<file path="src/hdl/ppxs_map.vh">
// Constants for the program page expansion and chip select block.
// Assumes inclusion by the block's single design file only.
`ifndef PPXS_MAP_VH
`define PPXS_MAP_VH
`define PPXS_PAGE_BITS      6
`define PPXS_PAGE_RESET     6'h00
`define PPXS_PAGE_TOP       6'h3F
`define PPXS_WIN_ADDR_HI    2'h2
`define PPXS_UNPAGED_HI     2'h3
`define PPXS_LOW_HI         2'h0
`define PPXS_MID_HI         2'h1
`define PPXS_XAB_LOW        6'h3D
`define PPXS_XAB_MID        6'h3E
`define PPXS_XAB_TOP        6'h3F
`define PPXS_SPLIT_00       6'h38
`define PPXS_SPLIT_01       6'h30
`define PPXS_SPLIT_10       6'h20
`define PPXS_ALLOC_0K       2'h0
`define PPXS_ALLOC_16K      2'h1
`define PPXS_ALLOC_48K      2'h2
`define PPXS_ALLOC_64K      2'h3
`define PPXS_CS_BIT_EMU     7
`define PPXS_CS_BIT_EXT     6
`endif

</file>
<file path="src/hdl/ppxs_core.v">
// Program page index register, paged call/return sequencing and the two
// off-chip chip selects that may be switched onto port K.
// Assumes all inputs are synchronous to ref_clk; the CPU core presents one
// address per cycle together with the decode flags of higher-priority blocks.
`include "ppxs_map.vh"
`timescale 1ns/1ps
`default_nettype none

// Function
// Port K bit 7 is emulation select
// Emulation select needs emulation mode, enable, flash
// Port K bit 6 is external select
// External select only when emulation select idle
// Unimplemented or removed locations never select external
// Enable clear leaves both pins general I/O
// Page index places 16K block in window
// Straps give on-chip/off-chip split
// Index threshold classifies window internal or external
// Page register via load/store and call/return
// Top 16K block never paged
// Software keeps vectors in unpaged memory
// Software keeps stack and I/O unpaged
// Call latches old page, loads new, pushes
// Call and return sequences are not interruptible
// Call page from immediate or indirect pointer
// Return pulls page, address, restores page
// Page index picks one of 64 pages
// Software enters paged routines only by call
// Normal write effective next cycle; call/return sooner; here a call loads at the write's edge, a return three edges later
// Expansion window has lowest select priority
// Window routing follows classification
module ppxs_core #(
	parameter PAGE_BITS = `PPXS_PAGE_BITS
)(
	input  wire                 ref_clk,             // System clock, 100 MHz
	input  wire                 srst,                // Synchronous reset, active high
	input  wire [1:0]           paging_partition_straps, // Off/on-chip split straps
	input  wire [1:0]           flash_alloc_straps,  // Allocated physical flash size
	input  wire                 flash_high_map,      // Flash mapped high-only control
	input  wire                 emulation_mode,      // System is in emulation mode
	input  wire                 expanded_mode,       // System is in an expanded mode
	input  wire                 emulation_port_k_enable, // Port K carries selects
	input  wire                 addr_valid,          // Core access present this cycle
	input  wire [15:0]          addr,                // Core physical address
	input  wire                 hi_prio_hit,         // Register/RAM/EEPROM/vector select won
	input  wire                 unimpl_or_removed,   // Unimplemented or removed location
	input  wire                 page_wr,             // Ordinary store to page register
	input  wire [PAGE_BITS-1:0] page_wr_data,        // Data of that store
	input  wire                 call_start,          // Paged call begins
	input  wire [PAGE_BITS-1:0] call_page,           // New page (immediate or fetched)
	input  wire [15:0]          call_ret_addr,       // Return address to stack
	input  wire                 rtc_start,           // Paged return begins
	input  wire [PAGE_BITS-1:0] stack_page,          // Page word pulled from the stack
	input  wire [15:0]          stack_addr,          // Return address pulled from stack
	input  wire [1:0]           gpio_k_out,          // General purpose K7:K6 out values
	input  wire [1:0]           gpio_k_oe_n,         // General purpose K7:K6 enables, low=drive
	output reg  [PAGE_BITS-1:0] program_page_index_reg, // Current page index
	output reg                  busy_reg,            // Call/return sequence in progress
	output reg                  irq_block_reg,       // Interrupts held off
	output reg                  push_valid_reg,      // Stack push strobe
	output reg  [15:0]          push_data_reg,       // Word pushed
	output reg                  pull_req_reg,        // Stack pull request
	output reg                  pc_load_reg,         // Load program counter strobe
	output reg  [15:0]          pc_value_reg,        // Program counter value
	output reg                  queue_refill_reg,    // Instruction queue refill strobe
	output reg                  onchip_flash_sel_reg, // On-chip flash/ROM select
	output reg                  offchip_sel_reg,     // Off-chip window select path
	output reg  [5:0]           extended_address_high, // Extended address to port K5:0
	output reg  [1:0]           port_k_hi_out,       // Port K bits 7:6 drive value
	output reg  [1:0]           port_k_hi_oe_n       // Port K bits 7:6 enable, low=drive
);

	localparam S_IDLE  = 7'b000_0001;
	localparam S_CRET  = 7'b000_0010;
	localparam S_CPAGE = 7'b000_0100;
	localparam S_CJUMP = 7'b000_1000;
	localparam S_RPULL = 7'b001_0000;
	localparam S_RADDR = 7'b010_0000;
	localparam S_RDONE = 7'b100_0000;

	reg [6:0]           state_reg;
	reg [6:0]           state_next;
	reg [PAGE_BITS-1:0] old_page_reg;
	reg [PAGE_BITS-1:0] rtc_page_reg;
	reg [15:0]          ret_addr_reg;

	// Window is internal when the page index reaches the strap threshold.
	function win_internal;
		input [1:0]           straps;
		input [PAGE_BITS-1:0] page;
		begin
			case (straps)
				2'b00:   win_internal = (page >= `PPXS_SPLIT_00);
				2'b01:   win_internal = (page >= `PPXS_SPLIT_01);
				2'b10:   win_internal = (page >= `PPXS_SPLIT_10);
				default: win_internal = 1'b1;
			endcase
		end
	endfunction

	wire [1:0] quad    = addr[15:14];
	wire       in_win  = (quad == `PPXS_WIN_ADDR_HI);
	wire       win_int = win_internal(paging_partition_straps, program_page_index_reg);
	wire       cs_live = emulation_port_k_enable && expanded_mode;

	// Emulation select follows the allocated flash size table.
	reg emu_hit;
	always @*
	begin
		emu_hit = 1'b0;
		case (flash_alloc_straps)
			`PPXS_ALLOC_0K:  emu_hit = in_win || (quad == `PPXS_UNPAGED_HI);
			`PPXS_ALLOC_16K: emu_hit = (quad == `PPXS_UNPAGED_HI);
			`PPXS_ALLOC_48K: emu_hit = (quad == `PPXS_UNPAGED_HI) || (in_win && win_int)
				|| ((quad == `PPXS_MID_HI) && !flash_high_map);
			default:         emu_hit = (quad == `PPXS_UNPAGED_HI) || (in_win && win_int)
				|| ((quad != `PPXS_WIN_ADDR_HI) && !flash_high_map);
		endcase
	end

	wire emu_act = addr_valid && emulation_mode && cs_live && emu_hit;
	// External means no internal block claimed it and it is a real location.
	wire ext_act = addr_valid && cs_live && !emu_act && !hi_prio_hit
		&& !unimpl_or_removed && !(in_win && win_int);

	always @*
	begin
		state_next = state_reg;
		case (state_reg)
			S_IDLE:
				if (call_start)
					state_next = S_CRET;
				else if (rtc_start)
					state_next = S_RPULL;
			S_CRET:  state_next = S_CPAGE;
			S_CPAGE: state_next = S_CJUMP;
			S_CJUMP: state_next = S_IDLE;
			S_RPULL: state_next = S_RADDR;
			S_RADDR: state_next = S_RDONE;
			S_RDONE: state_next = S_IDLE;
			default: state_next = S_IDLE;
		endcase
	end

	always @(posedge ref_clk)
	begin
		if (srst)
		begin
			state_reg              <= S_IDLE;
			program_page_index_reg <= `PPXS_PAGE_RESET;
			old_page_reg           <= `PPXS_PAGE_RESET;
			rtc_page_reg           <= `PPXS_PAGE_RESET;
			ret_addr_reg           <= 16'h0000;
			busy_reg               <= 1'b0;
			irq_block_reg          <= 1'b0;
			push_valid_reg         <= 1'b0;
			push_data_reg          <= 16'h0000;
			pull_req_reg           <= 1'b0;
			pc_load_reg            <= 1'b0;
			pc_value_reg           <= 16'h0000;
			queue_refill_reg       <= 1'b0;
			onchip_flash_sel_reg   <= 1'b0;
			offchip_sel_reg        <= 1'b0;
			extended_address_high  <= 6'h00;
			port_k_hi_out          <= 2'b11;
			port_k_hi_oe_n         <= 2'b11;
		end
		else
		begin
			state_reg        <= state_next;
			push_valid_reg   <= 1'b0;
			pull_req_reg     <= 1'b0;
			pc_load_reg      <= 1'b0;
			queue_refill_reg <= 1'b0;
			busy_reg         <= (state_next != S_IDLE);
			irq_block_reg    <= (state_next != S_IDLE);
			case (state_reg)
				S_IDLE:
					if (call_start)
					begin
						old_page_reg           <= program_page_index_reg;
						program_page_index_reg <= call_page;
						ret_addr_reg           <= call_ret_addr;
					end
					else if (rtc_start)
						pull_req_reg <= 1'b1;
					else if (page_wr)
						program_page_index_reg <= page_wr_data;
				S_CRET:
				begin
					push_valid_reg <= 1'b1;
					push_data_reg  <= ret_addr_reg;
				end
				S_CPAGE:
				begin
					push_valid_reg <= 1'b1;
					push_data_reg  <= {{(16-PAGE_BITS){1'b0}}, old_page_reg};
				end
				S_CJUMP:
					queue_refill_reg <= 1'b1;
				S_RPULL:
				begin
					rtc_page_reg <= stack_page;
					pull_req_reg <= 1'b1;
				end
				S_RADDR:
				begin
					pc_load_reg  <= 1'b1;
					pc_value_reg <= stack_addr;
				end
				S_RDONE:
				begin
					program_page_index_reg <= rtc_page_reg;
					queue_refill_reg       <= 1'b1;
				end
				default: ;
			endcase

			// Window selects lose to any higher-priority block at the same address.
			onchip_flash_sel_reg <= addr_valid && in_win && win_int && !hi_prio_hit;
			offchip_sel_reg      <= addr_valid && in_win && !win_int && !hi_prio_hit;

			case (quad)
				`PPXS_LOW_HI:     extended_address_high <= `PPXS_XAB_LOW;
				`PPXS_MID_HI:     extended_address_high <= `PPXS_XAB_MID;
				`PPXS_WIN_ADDR_HI: extended_address_high <= program_page_index_reg;
				default:          extended_address_high <= `PPXS_XAB_TOP;
			endcase

			if (emulation_port_k_enable)
			begin
				port_k_hi_out  <= {!emu_act, !ext_act};
				port_k_hi_oe_n <= 2'b00;
			end
			else
			begin
				port_k_hi_out  <= gpio_k_out;
				port_k_hi_oe_n <= gpio_k_oe_n;
			end
		end
	end

endmodule

`default_nettype wire

</file>
<file path="config.mk">
export PLATFORM = sky130hd
export DESIGN_NAME = ppxs_core
export DESIGN_NICKNAME = d
export VERILOG_FILES = /design/src/hdl/ppxs_core.v
export VERILOG_INCLUDE_DIRS = /design/src /design/src/hdl
export SDC_FILE = /design/constraint.sdc
export NUM_CORES = 1
export LEC_CHECK = 0
export CAP_MARGIN = 20
export CORE_MARGIN = 10
export CORE_UTILIZATION = 40
export DETAILED_ROUTE_END_ITERATION = 7
export DONT_BUFFER_PORTS = 1
export HOLD_SLACK_MARGIN = 0.05
export PLACE_DENSITY = 0.52
export SLEW_MARGIN = 0
export SYNTH_ARGS = -nofsm -noshare
export SYNTH_HDL_FRONTEND = slang
export SYNTH_SLANG_ARGS = --single-unit
</file>
<file path="constraint.sdc">
create_clock -name ref_clk -period 2.3 [get_ports ref_clk]
set_input_delay 0.23 -clock ref_clk [delete_from_list [all_inputs] [get_ports ref_clk]]
set_output_delay 0.23 -clock ref_clk [all_outputs]
set_load 0.005 [all_outputs]
</file>
==> metrics.md <==
| Metric | Value |
|---|---|
| Status | `complete, no violations` |
| Most common cell after layout, fill and taps aside | `dfxtp_1` |
| Data arrival time of the critical path | `2.42 ns` |
| Mux cell area share after synthesis | `9.431%` |
| RD Place Congestion | `0.7400` |
| Fin nets | `535` |
| Fmax | `473.2 MHz` |
| Startpoint types | `register` |
| CTS Buf Count | `9` |
| Total GRT Usage | `14.72%` |
| Layout cells sized above 1 | `7.489%` |
| Clock Path Buffers | `2` |
| Crit-path max FO | `22` |
| Initial Util | `41.18%` |
| Site Rows | `34` |
| Via count | `2954` |
| Synth Area in Compound Gates | `12.00%` |
| Placed Cells | `496` |
| Max Slew Vio Count | `0` |
| Avg Cell Area, Syn | `8.758 um2` |
| Critical path class | `reg -> reg` |
| DP Wirelength | `6719 um` |
| Fin Clk Skew | `0.01645 ns` |
| Post-synthesis net count | `498` |
| Synth Area in XOR/XNOR | `0.7282%` |
| 1st-iter DRT viols | `148` |
| Placed standard-cell area | `3666 um2` |
| Critical path required time | `2.60 ns` |
| Peak supply drop | `313.1 uV` |
| Vias per Instance | `5.256` |
| Yosys reg bits | `90` |
| Synth area leader | `dfxtp_1` |
| # setup viols final | `0` |
| Pwr/cell area | `703.4 nW/um2` |
| Post-Route Setup TNS | `0 ns` |
| Worst setup path start | `state_reg[5]` |
| Port Buf Inserts | `0` |
| Clock transition at the registers of the reported paths | `0.10 ns` |
| Drt drc | `0` |
| Max incr delay on CP | `0.56 ns` |
| Worst min path class | `in -> reg` |
| Worst slew margin | `59.94%` |
| Final period util | `91.87%` |
| Synth-to-layout area growth | `21.01%` |
| Area occupied by multi-input gates | `1642 um2` |
| R2R Setup Slk | `0.19 ns` |
| Antenna violations before repair | `0` |
| Synthesized netlist cell count | `412` |
| Reg-to-Reg End | `ret_addr_reg[8]` |
| Finished Cell Area | `4367 um2` |
| Synth area leaders | `dfxtp_1, mux2i_1, nand2_1` |
| Sequential area share after synthesis | `49.93%` |
| Pleak | `1.787 nW` |
| CP endpoint | `ret_addr_reg[8]` |
| Max cap viols | `0` |
| Clock sinks | `90` |
| Fin. Hold Viols | `0` |
| Grt total ovfl | `0` |
| Share of the synthesized area in the top cell type | `49.93%` |
| CTS Root Cell | `clkbuf_8` |
| Worst Setup End Kind | `register` |
| Core area | `8763 um2` |
| DRT Pass-1 Iters | `4` |
| Worst Max-Slew Pin Slew | `0.6009 ns` |
| Commonest non-fill, non-tap cells in the layout | `dfxtp_1, nand2_1, nor2_1` |
| Post-synth cell types | `43` |
| First-pass GRT wire length | `16060 um` |
| Final Non-Filler Cells | `562` |
| Most used cell, CP | `buf_4` |
| CP max-delay cell | `dlygate4sd3_1` |
| Synthesized area | `3608 um2` |
| R2R cell count | `7` |
| Synth Area in Simple Gates | `23.16%` |
| Post-route ant nets | `0` |
| Routed wire per std cell | `17.51 um` |
| Fill cells | `849` |
| Fin crit period | `2.113 ns` |
| Die X | `115.0 um` |
| CP Cell Sequence | `buf_4 > nor4_2 > and4_1 > buf_4 > nand2_1 > a21oi_1 > dlygate4sd3_1` |
| Final Power | `3.072 mW` |
| Largest family of logic cells by synthesized area | `simple AND/OR/NAND/NOR gates` |
| Post-Synth Adder-Cell Area | `0%` |
| RSZ-0062 raised after global routing | `false` |
| Diodes inserted | `0` |
| Crit path depth | `7` |
| Die area | `13220 um2` |
| Die height | `115.0 um` |
| Final WL | `9841 um` |
| Number of global-route vias before repair | `3030` |
| Worst R2R Start | `state_reg[5]` |
| CTS tree | `built` |
| I/O pin count | `142` |
| Post-CTS Setup Bufs | `0` |
| Ys Warns | `0` |
| Htree depth | `3` |
| Top Family by Delay on Critical Path | `buffers and inverters` |
| Register area | `1802 um2` |
| Clock network latency to the later pin of the worst-skew pair | `0.35 ns` |
| Largest net degree at the start of global routing | `76` |
| Worst path bufs/invs | `3` |
-- metrics by stage --
stage / hold slack [ns] / util [%] / worst slack (ns)
after detailed placement: 0.3163 / 41.83 / 0.2236
after CTS: 0.05080 / 49.76 / 0.1393
after global placement: 0.3124 / 41.83 / 0.2554
final: 0.06107 / 49.83 / 0.1869
after global routing: 0.05092 / 49.83 / 0.0005795
after floorplan: 0.3445 / - / 0.3161
-- area by class of cell --
class | count | area share [%]
well taps | 108 | 3.095
inverters | 3 | 0.2579
repair buffers | 61 | 13.75
clock buffers | 10 | 2.923
flip-flops and latches | 90 | 41.26
multi-input cells | 284 | 37.59
clock inverters | 6 | 1.117
-- where the power goes --
group,switching [mW],internal (mW)
logic,0.190,0.185
registers,0.0746,1.63
clock network,0.584,0.405
-- cells in the mapped netlist, drive strengths merged --
master   count
nand2b      12
nor2b        4
o221a        1
nand2       74
a221o        6
mux2i       34
o21ai        4
o32a         1
and4         1
or3b         1
o21a         1
or2          1
a211oi       1
nand3        4
nand4b       4
clkbuf      18
a21oi       36
dfxtp       90
nor3        14
nor4b        2
xnor2        2
o21bai       1
nand4        2
nor2        52
or4          2
or3          3
or4b         1
o2111ai      1
a311oi       6
a21o         2
o211ai       4
nor4         4
xor2         1
o221ai       1
inv          3
buf         17
and2         1
-- cell families (layout without fill, tap and decap cells) --
logic type,after synthesis,in the layout
mux,34,34
xor+xnor,3,3
simple gates,182,182
flops,90,90
buf+inv,38,80
compound gates,65,65
-- routing by layer --
metal	vias up	global-route usage, %	share of wire, %
li1	1481	-	-
met4	0	3.465	0.92
met2	80	22.97	48
met1	1383	19.12	44
met5	-	0	0
met3	10	5.052	7.1
-- timing repair --
item | 4_1_cts | 5_1_grt
hold buffers | 50 | 0
endpoints found under the hold margin | 78 | 0
endpoints found under the setup margin | 0 | 1
resized for setup | 0 | 1
-- how the worst min path moves through the flow --
stage / start / end / slack [ns] / cells past startpoint
finish: gpio_k_out[1] / port_k_hi_out[1] / 0.06 / 2
global route: srst / program_page_index_reg[2] / 0.05 / 2
CTS: srst / program_page_index_reg[2] / 0.05 / 2
detailed placement: srst / ret_addr_reg[13] / 0.32 / 1
global placement: srst / ret_addr_reg[13] / 0.31 / 1
floorplan: gpio_k_oe_n[0] / port_k_hi_oe_n[0] / 0.34 / 1
Note: power is estimated with default switching activity, not from simulation.
